--- src/radio_ctrl_cfg.svh ---
// offsets, field positions, reset values and timing of the radio config bank
`ifndef RADIO_CTRL_CFG_SVH
`define RADIO_CTRL_CFG_SVH

`define ADDR_W 10
`define OFF_FRONTEND 10'h100
`define OFF_CCA_THR 10'h105
`define OFF_CCA_MODE 10'h106
`define OFF_BUF_BEH 10'h107
`define OFF_PKT_CFG 10'h108
`define OFF_RX_DLY 10'h109
`define OFF_TX_DLY 10'h10A
`define OFF_DLY_EXT 10'h10B

`define RST_FRONTEND 8'h00
`define RST_CCA_THR 8'hAB
`define RST_CCA_MODE 8'h00
`define RST_BUF_BEH 8'h00
`define RST_PKT_CFG 8'h04
`define RST_RX_DLY 8'hC0
`define RST_TX_DLY 8'hC0
`define RST_DLY_EXT 8'h00

`define B_AMP_STYLE 7
`define B_RX_AUTO 4
`define B_TX_AUTO 3
`define B_AMP_AUTO 2
`define B_CCA_CONT 2
`define B_CCA_RXENT 1
`define B_DLY_OFF 7
`define F_TX_REP 5:4
`define B_TX_THEN_RX 3
`define B_RX_THEN_TX 2
`define F_RX_STORE 1:0
`define B_ADDON 4
`define B_SYNTH_SKIP 3
`define B_FCS_OFF 0

`define CLK_NS 4
`define US_NS 1000
`define CCA_PERIOD_US 128
`define EXT_UNIT_US 4

`endif

--- src/radio_ctrl_pkg.sv ---
// types shared by the radio config bank and its users
package radio_ctrl_pkg;
    typedef enum logic [4:0] {
        ST_IDLE = 5'h01,
        ST_RX_WAIT = 5'h02,
        ST_RX = 5'h04,
        ST_TX_WAIT = 5'h08,
        ST_TX = 5'h10
    } seq_state_t;

    typedef struct packed {
        logic [9:0] addr;
        logic [7:0] wdata;
        logic wr;
        logic rd;
    } reg_req_t;

    typedef struct packed {
        logic rx_cmd;
        logic tx_cmd;
        logic frame_rcvd;
        logic frame_sent;
        logic cca_done;
        logic [7:0] rssi;
    } radio_evt_t;
endpackage

--- src/radio_packet_control_regs.sv ---
// radio packet control registers with a small sequencer they steer
//
// How it works
// - bit 7 picks fast or user amp ramp-down
// - rx pin auto-high in RX, else gpio
// - tx pin auto-high in TX, else gpio
// - amp auto-enabled in TX, else software bias
// - signed threshold, resets to -85
// - clear flag set when power below threshold
// - repeated check interrupt every 128 us
// - check interrupt 128 us after RX entry
// - disable bit bypasses both start delays
// - tx repeat: once, cyclic ramped, cyclic held
// - after transmit go to receive when set
// - after receive go to transmit when set
// - rx store: first only, overwrite, discard
// - firmware add-on enable bit, loaded first
// - synth settle skip, continuous transmit only
// - checksum auto: validate and append
// - checksum off: store and send unchanged
// - rx start delay, resets to 192 us
// - extension adds 4 us units both ways
// - tx start delay in 1 us, resets 192
`timescale 1ns/1ps
`include "radio_ctrl_cfg.svh"

module radio_packet_control_regs #(
    parameter int US_CYCLES = `US_NS / `CLK_NS,
    parameter int CCA_PERIOD_US = `CCA_PERIOD_US
) (
    // clock and reset
    input wire logic ref_clk_in,
    input wire logic rst_in,
    // register port
    input wire radio_ctrl_pkg::reg_req_t req_in,
    output logic [7:0] rdata_out,
    // radio events
    input wire radio_ctrl_pkg::radio_evt_t evt_in,
    // software gpio and aux bias values
    input wire logic gpio_rx_value_in,
    input wire logic gpio_tx_value_in,
    input wire logic aux_amp_bias_in,
    // pins and controls
    output logic rx_switch_pin_out,
    output logic tx_switch_pin_out,
    output logic ext_amp_en_out,
    output logic amp_style_user_out,
    output logic amp_hold_on_out,
    output logic cca_irq_out,
    output logic channel_clear_flag_out,
    output logic rx_search_start_out,
    output logic store_frame_out,
    output logic fcs_auto_out,
    output logic addon_en_out,
    output logic synth_skip_out,
    output radio_ctrl_pkg::seq_state_t state_out
);
    import radio_ctrl_pkg::*;

    localparam logic [7:0] US_LAST = 8'(US_CYCLES - 1);
    localparam logic [7:0] CCA_LAST = 8'(CCA_PERIOD_US - 1);

    logic [7:0] frontend_ff;
    logic [7:0] cca_thr_ff;
    logic [7:0] cca_mode_ff;
    logic [7:0] buf_beh_ff;
    logic [7:0] pkt_cfg_ff;
    logic [7:0] rx_dly_ff;
    logic [7:0] tx_dly_ff;
    logic [7:0] dly_ext_ff;
    seq_state_t state_ff;
    seq_state_t nxt_state;
    logic [7:0] pre_ff;
    logic us_tick;
    logic [10:0] dly_ff;
    logic [10:0] nxt_dly;
    logic [7:0] cont_ff;
    logic [7:0] rxent_ff;
    logic rxent_run_ff;
    logic hold_ff;
    logic nxt_hold;
    logic [1:0] tx_rep;
    logic [1:0] rx_store;

    assign tx_rep = buf_beh_ff[`F_TX_REP];
    assign rx_store = buf_beh_ff[`F_RX_STORE];

    function automatic logic [10:0] start_delay(input logic [7:0] base,
                                                input logic off,
                                                input logic [7:0] ext);
        logic [10:0] sum;
        sum = {3'h0, base} + {1'h0, ext, 2'h0};
        return off ? 11'h000 : sum;
    endfunction

    ////////////////////////////////////////////////////////////////////////
    // register writes

    always_ff @(posedge ref_clk_in) begin
        if (rst_in) begin
            frontend_ff <= `RST_FRONTEND;
            cca_thr_ff <= `RST_CCA_THR;
            cca_mode_ff <= `RST_CCA_MODE;
            buf_beh_ff <= `RST_BUF_BEH;
            pkt_cfg_ff <= `RST_PKT_CFG;
            rx_dly_ff <= `RST_RX_DLY;
            tx_dly_ff <= `RST_TX_DLY;
            dly_ext_ff <= `RST_DLY_EXT;
        end else if (req_in.wr) begin
            case (req_in.addr)
                `OFF_FRONTEND: frontend_ff <= req_in.wdata;
                `OFF_CCA_THR: cca_thr_ff <= req_in.wdata;
                `OFF_CCA_MODE: cca_mode_ff <= req_in.wdata;
                `OFF_BUF_BEH: buf_beh_ff <= req_in.wdata;
                `OFF_PKT_CFG: pkt_cfg_ff <= req_in.wdata;
                `OFF_RX_DLY: rx_dly_ff <= req_in.wdata;
                `OFF_TX_DLY: tx_dly_ff <= req_in.wdata;
                `OFF_DLY_EXT: dly_ext_ff <= req_in.wdata;
                default: ;
            endcase
        end
    end

    ////////////////////////////////////////////////////////////////////////
    // register reads, data in the following cycle, unmapped reads zero

    always_ff @(posedge ref_clk_in) begin
        if (rst_in) begin
            rdata_out <= 8'h00;
        end else if (req_in.rd) begin
            case (req_in.addr)
                `OFF_FRONTEND: rdata_out <= frontend_ff;
                `OFF_CCA_THR: rdata_out <= cca_thr_ff;
                `OFF_CCA_MODE: rdata_out <= cca_mode_ff;
                `OFF_BUF_BEH: rdata_out <= buf_beh_ff;
                `OFF_PKT_CFG: rdata_out <= pkt_cfg_ff;
                `OFF_RX_DLY: rdata_out <= rx_dly_ff;
                `OFF_TX_DLY: rdata_out <= tx_dly_ff;
                `OFF_DLY_EXT: rdata_out <= dly_ext_ff;
                default: rdata_out <= 8'h00;
            endcase
        end else begin
            rdata_out <= 8'h00;
        end
    end

    ////////////////////////////////////////////////////////////////////////
    // microsecond tick

    assign us_tick = (pre_ff == US_LAST);

    always_ff @(posedge ref_clk_in) begin
        if (rst_in || us_tick) begin
            pre_ff <= 8'h00;
        end else begin
            pre_ff <= pre_ff + 8'h01;
        end
    end

    ////////////////////////////////////////////////////////////////////////
    // sequencer; commands are taken only in idle

    always_comb begin
        nxt_state = state_ff;
        nxt_dly = dly_ff;
        nxt_hold = hold_ff;
        case (state_ff)
            ST_IDLE: begin
                nxt_hold = 1'b0;
                if (evt_in.rx_cmd) begin
                    nxt_state = ST_RX_WAIT;
                    nxt_dly = start_delay(rx_dly_ff, buf_beh_ff[`B_DLY_OFF],
                                          dly_ext_ff);
                end else if (evt_in.tx_cmd) begin
                    nxt_state = ST_TX_WAIT;
                    nxt_dly = start_delay(tx_dly_ff, buf_beh_ff[`B_DLY_OFF],
                                          dly_ext_ff);
                end
            end
            ST_RX_WAIT: begin
                if (dly_ff == 11'h000) begin
                    nxt_state = ST_RX;
                end else if (us_tick) begin
                    nxt_dly = dly_ff - 11'h001;
                end
            end
            ST_TX_WAIT: begin
                if (dly_ff == 11'h000) begin
                    nxt_state = ST_TX;
                end else if (us_tick) begin
                    nxt_dly = dly_ff - 11'h001;
                end
            end
            ST_RX: begin
                if (evt_in.frame_rcvd) begin
                    if (buf_beh_ff[`B_RX_THEN_TX]) begin
                        nxt_state = ST_TX_WAIT;
                        nxt_dly = start_delay(tx_dly_ff,
                                              buf_beh_ff[`B_DLY_OFF],
                                              dly_ext_ff);
                    end else if (rx_store == 2'h0) begin
                        nxt_state = ST_IDLE;
                    end
                end
            end
            ST_TX: begin
                if (evt_in.frame_sent) begin
                    nxt_hold = 1'b0;
                    if (buf_beh_ff[`B_TX_THEN_RX]) begin
                        nxt_state = ST_RX_WAIT;
                        nxt_dly = start_delay(rx_dly_ff,
                                              buf_beh_ff[`B_DLY_OFF],
                                              dly_ext_ff);
                    end else if (tx_rep == 2'h1 || tx_rep == 2'h3) begin
                        nxt_state = ST_TX_WAIT;
                        nxt_hold = (tx_rep == 2'h3);
                        nxt_dly = start_delay(tx_dly_ff,
                                              buf_beh_ff[`B_DLY_OFF],
                                              dly_ext_ff);
                    end else begin
                        nxt_state = ST_IDLE;
                    end
                end
            end
            default: begin
                nxt_state = ST_IDLE;
                nxt_dly = 11'h000;
                nxt_hold = 1'b0;
            end
        endcase
    end

    always_ff @(posedge ref_clk_in) begin
        if (rst_in) begin
            state_ff <= ST_IDLE;
            dly_ff <= 11'h000;
            hold_ff <= 1'b0;
        end else begin
            state_ff <= nxt_state;
            dly_ff <= nxt_dly;
            hold_ff <= nxt_hold;
        end
    end

    ////////////////////////////////////////////////////////////////////////
    // pins and amplifier control

    always_ff @(posedge ref_clk_in) begin
        if (rst_in) begin
            rx_switch_pin_out <= 1'b0;
            tx_switch_pin_out <= 1'b0;
            ext_amp_en_out <= 1'b0;
            amp_style_user_out <= 1'b0;
            amp_hold_on_out <= 1'b0;
            state_out <= ST_IDLE;
        end else begin
            rx_switch_pin_out <= frontend_ff[`B_RX_AUTO] ?
                (state_ff == ST_RX) : gpio_rx_value_in;
            tx_switch_pin_out <= frontend_ff[`B_TX_AUTO] ?
                (state_ff == ST_TX) : gpio_tx_value_in;
            ext_amp_en_out <= frontend_ff[`B_AMP_AUTO] ?
                ((state_ff == ST_TX) || hold_ff) : aux_amp_bias_in;
            amp_style_user_out <= frontend_ff[`B_AMP_STYLE];
            amp_hold_on_out <= hold_ff;
            state_out <= state_ff;
        end
    end

    ////////////////////////////////////////////////////////////////////////
    // clear channel assessment

    always_ff @(posedge ref_clk_in) begin
        if (rst_in || !cca_mode_ff[`B_CCA_CONT]) begin
            cont_ff <= 8'h00;
        end else if (us_tick) begin
            cont_ff <= (cont_ff == CCA_LAST) ? 8'h00 : cont_ff + 8'h01;
        end
    end

    always_ff @(posedge ref_clk_in) begin
        if (rst_in || state_ff != ST_RX) begin
            rxent_ff <= 8'h00;
            rxent_run_ff <= cca_mode_ff[`B_CCA_RXENT] && !rst_in;
        end else if (us_tick && rxent_run_ff) begin
            rxent_ff <= rxent_ff + 8'h01;
            if (rxent_ff == CCA_LAST) begin
                rxent_run_ff <= 1'b0;
            end
        end
    end

    always_ff @(posedge ref_clk_in) begin
        if (rst_in) begin
            cca_irq_out <= 1'b0;
        end else begin
            cca_irq_out <= us_tick && (
                (cca_mode_ff[`B_CCA_CONT] && cont_ff == CCA_LAST) ||
                (state_ff == ST_RX && rxent_run_ff &&
                 rxent_ff == CCA_LAST));
        end
    end

    always_ff @(posedge ref_clk_in) begin
        if (rst_in) begin
            channel_clear_flag_out <= 1'b0;
        end else if (evt_in.cca_done) begin
            channel_clear_flag_out <=
                ($signed(evt_in.rssi) < $signed(cca_thr_ff));
        end
    end

    ////////////////////////////////////////////////////////////////////////
    // receive start, frame store and packet options

    always_ff @(posedge ref_clk_in) begin
        if (rst_in) begin
            rx_search_start_out <= 1'b0;
            store_frame_out <= 1'b0;
            fcs_auto_out <= 1'b1;
            addon_en_out <= 1'b0;
            synth_skip_out <= 1'b0;
        end else begin
            rx_search_start_out <= (state_ff == ST_RX_WAIT) &&
                (dly_ff == 11'h000);
            store_frame_out <= (state_ff == ST_RX) && evt_in.frame_rcvd &&
                (rx_store == 2'h0 || rx_store == 2'h1);
            fcs_auto_out <= !pkt_cfg_ff[`B_FCS_OFF];
            addon_en_out <= pkt_cfg_ff[`B_ADDON];
            synth_skip_out <= pkt_cfg_ff[`B_SYNTH_SKIP] &&
                (tx_rep == 2'h1 || tx_rep == 2'h3);
        end
    end
endmodule

--- config.mk ---
export PLATFORM = sky130hd
export DESIGN_NAME = radio_packet_control_regs
export DESIGN_NICKNAME = d
export VERILOG_FILES = /design/src/radio_ctrl_pkg.sv /design/src/radio_packet_control_regs.sv
export VERILOG_INCLUDE_DIRS = /design/src
export SDC_FILE = /design/constraint.sdc
export NUM_CORES = 1
export LEC_CHECK = 0
export ABC_AREA = 1
export BUFFER_PORTS_ARGS = -buffer_cell sky130_fd_sc_hd__clkbuf_2
export CAP_MARGIN = 20
export CELL_PAD_IN_SITES_DETAIL_PLACEMENT = 2
export CELL_PAD_IN_SITES_GLOBAL_PLACEMENT = 2
export CORE_MARGIN = 4
export CORE_UTILIZATION = 34
export DETAILED_ROUTE_END_ITERATION = 7
export GPL_ROUTABILITY_DRIVEN = 0
export PLACE_DENSITY_LB_ADDON = 0.1
export SYNTH_ARGS = -nofsm -noshare
export SYNTH_HDL_FRONTEND = slang
export SYNTH_SLANG_ARGS = --single-unit
--- constraint.sdc ---
create_clock -name ref_clk_in -period 2.3 [get_ports ref_clk_in]
set_clock_uncertainty 0.2 [all_clocks]
set_input_delay 0.46 -clock ref_clk_in [delete_from_list [all_inputs] [get_ports ref_clk_in]]
set_output_delay 0.46 -clock ref_clk_in [all_outputs]
set_load 0.02 [all_outputs]
Word level (Yosys, flattened, before mapping)

Cells that the tools add are included.

Reduce and logical (&&, ||, !) cells: 39
Bitwise logic cells: 2
$add $sub $neg: 6
$lt $le $gt $ge: 1
Muxes and demuxes: 35
Eq/ne operators: 30

Operator list:

| kind                    | number |
|---|---|
| $mux W11                | 11 |
| $eq A10 B9 Y1 const B   | 8 |
| $pmux W8 S8             | 1 |
| $pmux W11 S4            | 1 |
| $mux W5                 | 8 |
| $pmux W5 S5             | 1 |
| $add A8 B1 Y8 const B   | 3 |
| $add A8 B10 Y11         | 2 |
| $reduce_and A2 Y1       | 10 |
| $eq A8 B7 Y1 const B    | 2 |
| $logic_not A11 Y1       | 1 |
| $sub A11 B1 Y11 const B | 1 |
| $logic_and A1 B1 Y1     | 10 |
| $ne A2 B2 Y1 const B    | 5 |
| $mux W1                 | 9 |
| $eq A8 B8 Y1 const B    | 1 |
| $lt A8 B8 Y1            | 1 |
| $mux W4                 | 2 |
| $mux W8                 | 1 |
| $logic_or A1 B1 Y1      | 7 |
| $reduce_and A7 Y1       | 1 |
| $ne A3 B2 Y1 const B    | 2 |
| $reduce_and A6 Y1       | 1 |
| $eq A5 B1 Y1 const B    | 1 |
| other kinds (16)        | 23 |

Flip-flop bits (word level): 131

Logic depth before layout (Yosys ltp)

Gate-level depths: netlist of run 1.

Depth after elaboration: 6
Mapped depth: 12

Worst setup path before layout of run 1

OpenSTA, ideal clock, no wires.

Path kind: register to register
From: register rx_dly_ff[2]
To: register dly_ff[6]
Setup time: 132 ps
Stages on the path, launching flop included: 12
Arrival time: 1675 ps
Path slack: 293 ps
Cells stage by stage: dfxtp_1 ha_1 fa_1 nand3_1 nand3_1 or2_2 nand3_1 nand2_1 nand3_1 nand2_1 nand2_1 a21oi_1

Word-level cells in the longest chain between the ends: 5
Elaborated cells between the ends (all ways): 6
Those cells by class: add/sub: 1; mux: 5

RTL lines:

| element                  | line                             | source |
|---|---|---|
| start: declaration       | radio_packet_control_regs.sv:68  | `logic [7:0] rx_dly_ff;` |
| start signal: assignment | radio_packet_control_regs.sv:106 | `` rx_dly_ff <= `RST_RX_DLY; `` |
| start signal: assignment | radio_packet_control_regs.sv:116 | `` `OFF_RX_DLY: rx_dly_ff <= req_in.wdata; `` |
| $add A8 B10 Y11 *        | radio_packet_control_regs.sv:92  | `sum = {3'h0, base} + {1'h0, ext, 2'h0};` |
| $mux W11 *               | radio_packet_control_regs.sv:93  | `return off ? 11'h000 : sum;` |
| $mux W11                 | radio_packet_control_regs.sv:209 | `` if (buf_beh_ff[`B_TX_THEN_RX]) begin `` |
| $mux W11                 | radio_packet_control_regs.sv:207 | `if (evt_in.frame_sent) begin` |
| $pmux W11 S4 *           | radio_packet_control_regs.sv:167 | `case (state_ff)` |
| end signal: assignment   | radio_packet_control_regs.sv:240 | `dly_ff <= nxt_dly;` |
| end: declaration         | radio_packet_control_regs.sv:75  | `logic [10:0] dly_ff;` |

Mark *: on every way between the ends. The rest lies on a longest branch, timed or not. The select of a mux whose other input is x is not followed.
A chain may end at the register's enable or synchronous reset.

Final worst setup path of run 1

Same ends and word-level chain as after synthesis.

==> results.yml, run 1 <==
final_layout:
  fillers: 2227
  top_register: "dly_ff"
  multi_input_area_mm2: 0.003328
  syn_to_final_growth_pct: 20.97
  layout-drive-gt1-share: 0.1575
  nets: 1070
  regArea_mm2: 0.002633
  post-route-util: 0.4213
  diodes: 0
  largest_reg_flops: 11
  fin_cells: 1276
logic_synthesis:
  async_flop_share: 0
  synth_top_area_cell: "dfxtp_1"
  synth_cells: 916
  ys_ff_latch: 131
  yosys-top-cells-area: "dfxtp_1 40%, nand2_1 9.1%, a21oi_1 7.9%"
  synth_nets: 981
  post-synth-top-count-cell: "nand2_1"
  netlist_area_mm2: 0.006558
  synth_ff_type: "dfxtp_1"
  synth_edf_count: 1
  synthTopCellsByCount: "159 x nand2_1, 130 x dfxtp_1, 126 x inv_1, 103 x a21oi_1, 87 x o21ai_0"
  syn_area_per_cell_um2: 7.159
  netlist-cell-type-count: 44
  synth_top_area_share: 0.3969
  yosysWarnings: 0
  synth_seq_area_share: 0.4015
timing:
  max_slew.worst_pin.slew_ns: 0.4899
  max_freq_mhz: 465.9
  setup_violations: 0
  finalCritPeriodShare: 0.9332
  period_needed_ns: 2.146
  hold_viol_final: 0
  final.setup.worst_slack_ns: 0.1536
  slew-limit-headroom: 0.6709
  slew_violations: 0
place:
  place_ws_ns: 0.007559
  dp_cells: 1244
  io_buffers: 62
  post-dp-hpwl_um: 18580
power_and_ir_drop:
  power.density_mw_per_mm2: 806.1
  power_leakage_nw: 3.405
  fin_total_pwr_mw: 6.395
  vdd_drop_max_v: 0.0005065
run_status:
  outcome: "complete, no violations"
detailed_routing:
  vias: 6628
  drc: 0
  first_iter_violations: 310
  via_per_inst: 5.194
  wl_per_cell_um: 19.31
  first_pass_iters: 4
  finalWirelength_um: 24640
  antenna_left: 0
clock_tree:
  cts_tree: "yes"
  insertion_delay_ns: 0.42
  clock-root-buffer: "clkbuf_16"
  cts-hold-fix-buffers: 0
  numCtsBuffers: 17
  clock_path_buffers: 2
  htree_num_levels: 4
  clk_pin_slew_ns: 0.06
  cts_sinks: 131
floorplanning:
  ios: 63
  start_util: 0.3482
  row_count: 50
  dieArea_mm2: 0.02157
  fp.dieW_um: 146.9
  dieHeight_um: 146.9
  coreArea_mm2: 0.01883
grt:
  met3_usage: 0.02930
  grtUsageTotal: 0.2302
  antenna_found_initial: 0
  grt-busiest-layer: "met2"
  grt_max_degree: 29
  grtUsageMet1: 0.3001
  grt.met2_usage: 0.4061
  overflow: 0
  grt_pass1_wl_um: 39320
  grt_pass1_vias: 7091
worst_setup_path:
  cp.arrival_ns: 2.23
  worst-path-max-fanout: 3
  criticalPathCategory: "reg2reg"
  cp-start-kind: "flip-flop"
  end_kind: "flip-flop"
  worstPathRequired_ns: 2.39
job:
  maxCapViolCount: 0
hold_path:
  worstHoldPathType: "in2reg"
-- path summary, 6_finish.rpt --
path                               startpoint              end  slack [ns]  cells past startpoint
worst max-delay path             rx_dly_ff[2]        dly_ff[6]        0.15                     11
worst min-delay path               evt_in[10]  store_frame_out        0.09                      3
worst max register to register   rx_dly_ff[2]        dly_ff[6]        0.15                     11
worst min register to register  pkt_cfg_ff[0]     fcs_auto_out        0.25                      1
-- layer usage --
metal	wire, um	up-vias
li1	-	3229
met1	11280	3304
met2	12540	73
met3	552	22
met4	272	0
met5	0	-
-- cells in the final DEF (no fill, tap or decap), types with 5 or more instances in the layout --
cell type | netlist | layout
o22ai_1 | 18 | 18
or2_2 | 5 | 5
nand2_1 | 159 | 159
clkbuf_2 | 0 | 62
clkinv_4 | 0 | 5
nor3_1 | 13 | 13
a21oi_1 | 103 | 103
nand4_1 | 17 | 17
inv_2 | 9 | 10
dfxtp_1 | 130 | 130
buf_4 | 2 | 27
a211oi_1 | 9 | 9
inv_1 | 126 | 125
xor2_1 | 5 | 5
clkbuf_16 | 0 | 17
o21ai_0 | 87 | 87
nor2_1 | 74 | 74
nand3_1 | 58 | 58
xnor2_1 | 5 | 5
ha_1 | 25 | 25
o211ai_1 | 10 | 10
-- repair_timing --
item | 4_1_cts | 5_1_grt
endpoints found under the setup margin | 0 | 8
resized for setup | 0 | 4
buffers inserted | 0 | 2
endpoints found under the hold margin | 0 | 0
-- final cells by class --
type | instances | share of cell area
Tap cell | 260 | 0.04101
Timing Repair Buffer | 91 | 0.06972
Clock buffer | 17 | 0.05363
Sequential cell | 131 | 0.3319
Clock inverter | 13 | 0.01940
Inverter | 136 | 0.06483
Multi-Input combinational cell | 628 | 0.4196
-- where the power goes --
| part | switching (mW) | total (mW) | leakage, nW | internal [mW] |
|---|---|---|---|---|
| logic | 0.830 | 1.21 | 2.06 | 0.382 |
| clock network | 1.13 | 2.74 | 0.282 | 1.61 |
| registers | 0.0815 | 2.45 | 1.06 | 2.36 |
| total | 2.04 | 6.39 | 3.41 | 4.35 |
-- worst max-delay path: stages (launching register included) --
cell     delay (ns)
dfxtp_1        0.33
ha_1           0.24
fa_2           0.38
nand3_1        0.09
nand3_1        0.09
or2_2          0.30
nand3_1        0.09
nand2_1        0.05
nand3_1        0.08
nand2_1        0.05
nand2_1        0.05
a21oi_1        0.06
-- cell families after synthesis --
logic type,share of synthesized area
adder cells (fa/ha/maj),0.05381
buffers and inverters,0.09254
XOR/XNOR,0.01336
AND/OR/NAND/NOR,0.2396
AO/OA/AOI/OAI,0.1992
flip-flops,0.4015
-- per-stage QoR --
stage / TNS, ns / hold slack [ns] / instance area (um2)
after floorplan: 0 / 0.1771 / 6558
after global placement: 0 / 0.2297 / 7325
after detailed placement: 0 / 0.2354 / 7325
after CTS: 0 / 0.07545 / 7904
after global routing: -0.009940 / 0.08600 / 7933
final: 0 / 0.08810 / 7933
No activity file was read; power rests on OpenSTA's default activity.
==> inputs of run 2 (changes only) <==
--- a/config.mk
+++ b/config.mk
@@ -15,7 +15,8 @@
 export CORE_UTILIZATION = 34
 export DETAILED_ROUTE_END_ITERATION = 7
 export GPL_ROUTABILITY_DRIVEN = 0
-export PLACE_DENSITY_LB_ADDON = 0.1
+export MAX_ROUTING_LAYER = met4
+export PLACE_DENSITY_LB_ADDON = 0.12
 export SYNTH_ARGS = -nofsm -noshare
 export SYNTH_HDL_FRONTEND = slang
 export SYNTH_SLANG_ARGS = --single-unit
==> results.yml, run 2 (synthesized netlist as in run 1, its figures left out) <==
worst_setup_path:
  end_kind: "flip-flop"
  rrSetupSlack_ns: 0.21
  cp-start-kind: "flip-flop"
  worstPathRequired_ns: 2.45
  cp.arrival_ns: 2.24
  criticalPathCategory: "reg2reg"
  worst-path-max-fanout: 6
final_layout:
  fin_cells: 1276
  final_cell_mix: "159 x nand2_1, 130 x dfxtp_1, 126 x inv_1"
  final_common_cell: "nand2_1"
  largest_reg_flops: 11
  syn_to_final_growth_pct: 20.11
  layout-drive-gt1-share: 0.1535
  post-route-util: 0.4183
  fin_area_mm2: 0.007876
  top_register: "dly_ff"
  fillers: 2241
  diodes: 0
  nets: 1068
power_and_ir_drop:
  p_comb_frac: 0.192
  fin_total_pwr_mw: 6.283
  power_leakage_nw: 3.385
  clockPowerShare: 0.419
  netSwitchingPower_mw: 2.027
  power.density_mw_per_mm2: 797.7
  p_int_mw: 4.256
  vdd_drop_max_v: 0.0004337
  power_frac_seq: 0.389
  switching_share: 0.3226
timing:
  fin_setup_tns_ns: 0
  rsz0062_at_grt: "true"
  max_slew.worst_pin.slew_ns: 0.5888
  max_freq_mhz: 478.2
  hold_viol_final: 0
  final.setup.worst_slack_ns: 0.2089
  fin_hold_ws_ns: 0.09892
  period_needed_ns: 2.091
  finalCritPeriodShare: 0.9092
  slew_violations: 0
  slew-limit-headroom: 0.6044
  setup_violations: 0
place:
  place_ws_ns: 0.05852
  dp_cells: 1244
  placed_cell_area_mm2: 0.007312
  post-dp-hpwl_um: 18360
  io_buffers: 62
grt:
  grt_max_degree: 43
  antenna_found_initial: 0
  grt_pass1_vias: 7079
  grt-busiest-layer: "met2"
  grtUsageMet1: 0.2836
  grt.met2_usage: 0.3916
  grt_pass1_wl_um: 38490
  met3_usage: 0.04041
  grtUsageTotal: 0.2317
  overflow: 0
detailed_routing:
  first_iter_violations: 345
  vias: 6653
  first_pass_iters: 6
  finalWirelength_um: 24060
  via_per_inst: 5.214
  drc: 0
  antenna_left: 0
  wl_per_cell_um: 18.86
floorplanning:
  ios: 63
  coreArea_mm2: 0.01883
  start_util: 0.3482
  dieArea_mm2: 0.02157
  dieHeight_um: 146.9
  fp.dieW_um: 146.9
  row_count: 50
clock_tree:
  numCtsBuffers: 17
  clk_pin_slew_ns: 0.06
  insertion_delay_ns: 0.42
  clock_path_buffers: 2
  cts-hold-fix-buffers: 0
  htree_num_levels: 4
  cts_sinks: 131
  cts_tree: "yes"
  clock-root-buffer: "clkbuf_16"
job:
  maxCapViolCount: 0
hold_path:
  worstHoldPathType: "in2reg"
run_status:
  outcome: "complete, no violations"
-- run 2: cell types whose count changed in the layout (fill, tap and decap cells not counted) --
cell        delta
clkinvlp_4     +2
buf_12         -1
clkbuf_1       +2
inv_1          +1
fa_2           -1
fa_1           +1
clkinv_4       -2
nor2_4         -1
buf_4          -1
nor2_2         +1
bufinv_16      -1
-- run 2: layout make-up --
type,count,area (um2),area share
Clock buffer,19,432.9,0.05496
Clock inverter,13,128.9,0.01636
Inverter,136,510.5,0.06481
Multi-Input combinational cell,628,3321,0.4216
Sequential cell,131,2633,0.3342
Tap cell,260,325.3,0.04130
Timing Repair Buffer,89,525.5,0.06672
-- run 2: per-layer routing --
| layer | wire length (um) | vias to the layer above |
|---|---|---|
| met5 | 0 | - |
| met4 | 478 | 0 |
| met3 | 859 | 36 |
| met2 | 11880 | 111 |
| met1 | 10840 | 3276 |
| li1 | - | 3230 |
-- run 2: power groups by stage --
stage	registers, mW	logic (mW)	clock network [mW]
6_report	2.45	1.20	2.63
5_1_grt	2.46	1.37	2.78
4_1_cts	2.45	1.22	2.67
3_5_place_dp	2.50	1.21	0
3_3_place_gp	2.49	1.17	0
2_1_floorplan	2.50	0.769	0
-- run 2: timing repair --
action	4_1_cts	5_1_grt
resized for setup	0	1
endpoints found under the setup margin	0	2
setup buffers	0	0
hold endpoints to repair	0	0
-- run 2: final timing paths --
| path | depth (start not counted) | endpoint | startpoint |
|---|---|---|---|
| hold / removal | 3 | store_frame_out | evt_in[10] |
| setup / recovery | 12 | dly_ff[7] | dly_ext_ff[2] |
| setup reg to reg | 12 | dly_ff[7] | dly_ext_ff[2] |
| hold reg to reg | 1 | fcs_auto_out | pkt_cfg_ff[0] |
-- run 2: critical path, cell delays in order, from the launching register on --
cell     delay [ns]
dfxtp_1        0.43
ha_1           0.35
nand2_1        0.11
inv_1          0.04
o21ai_0        0.26
nand3_1        0.13
nand2_1        0.09
nand2_1        0.07
nand2_1        0.07
nand3_1        0.06
nand2_1        0.06
nand2_1        0.04
a21oi_1        0.12
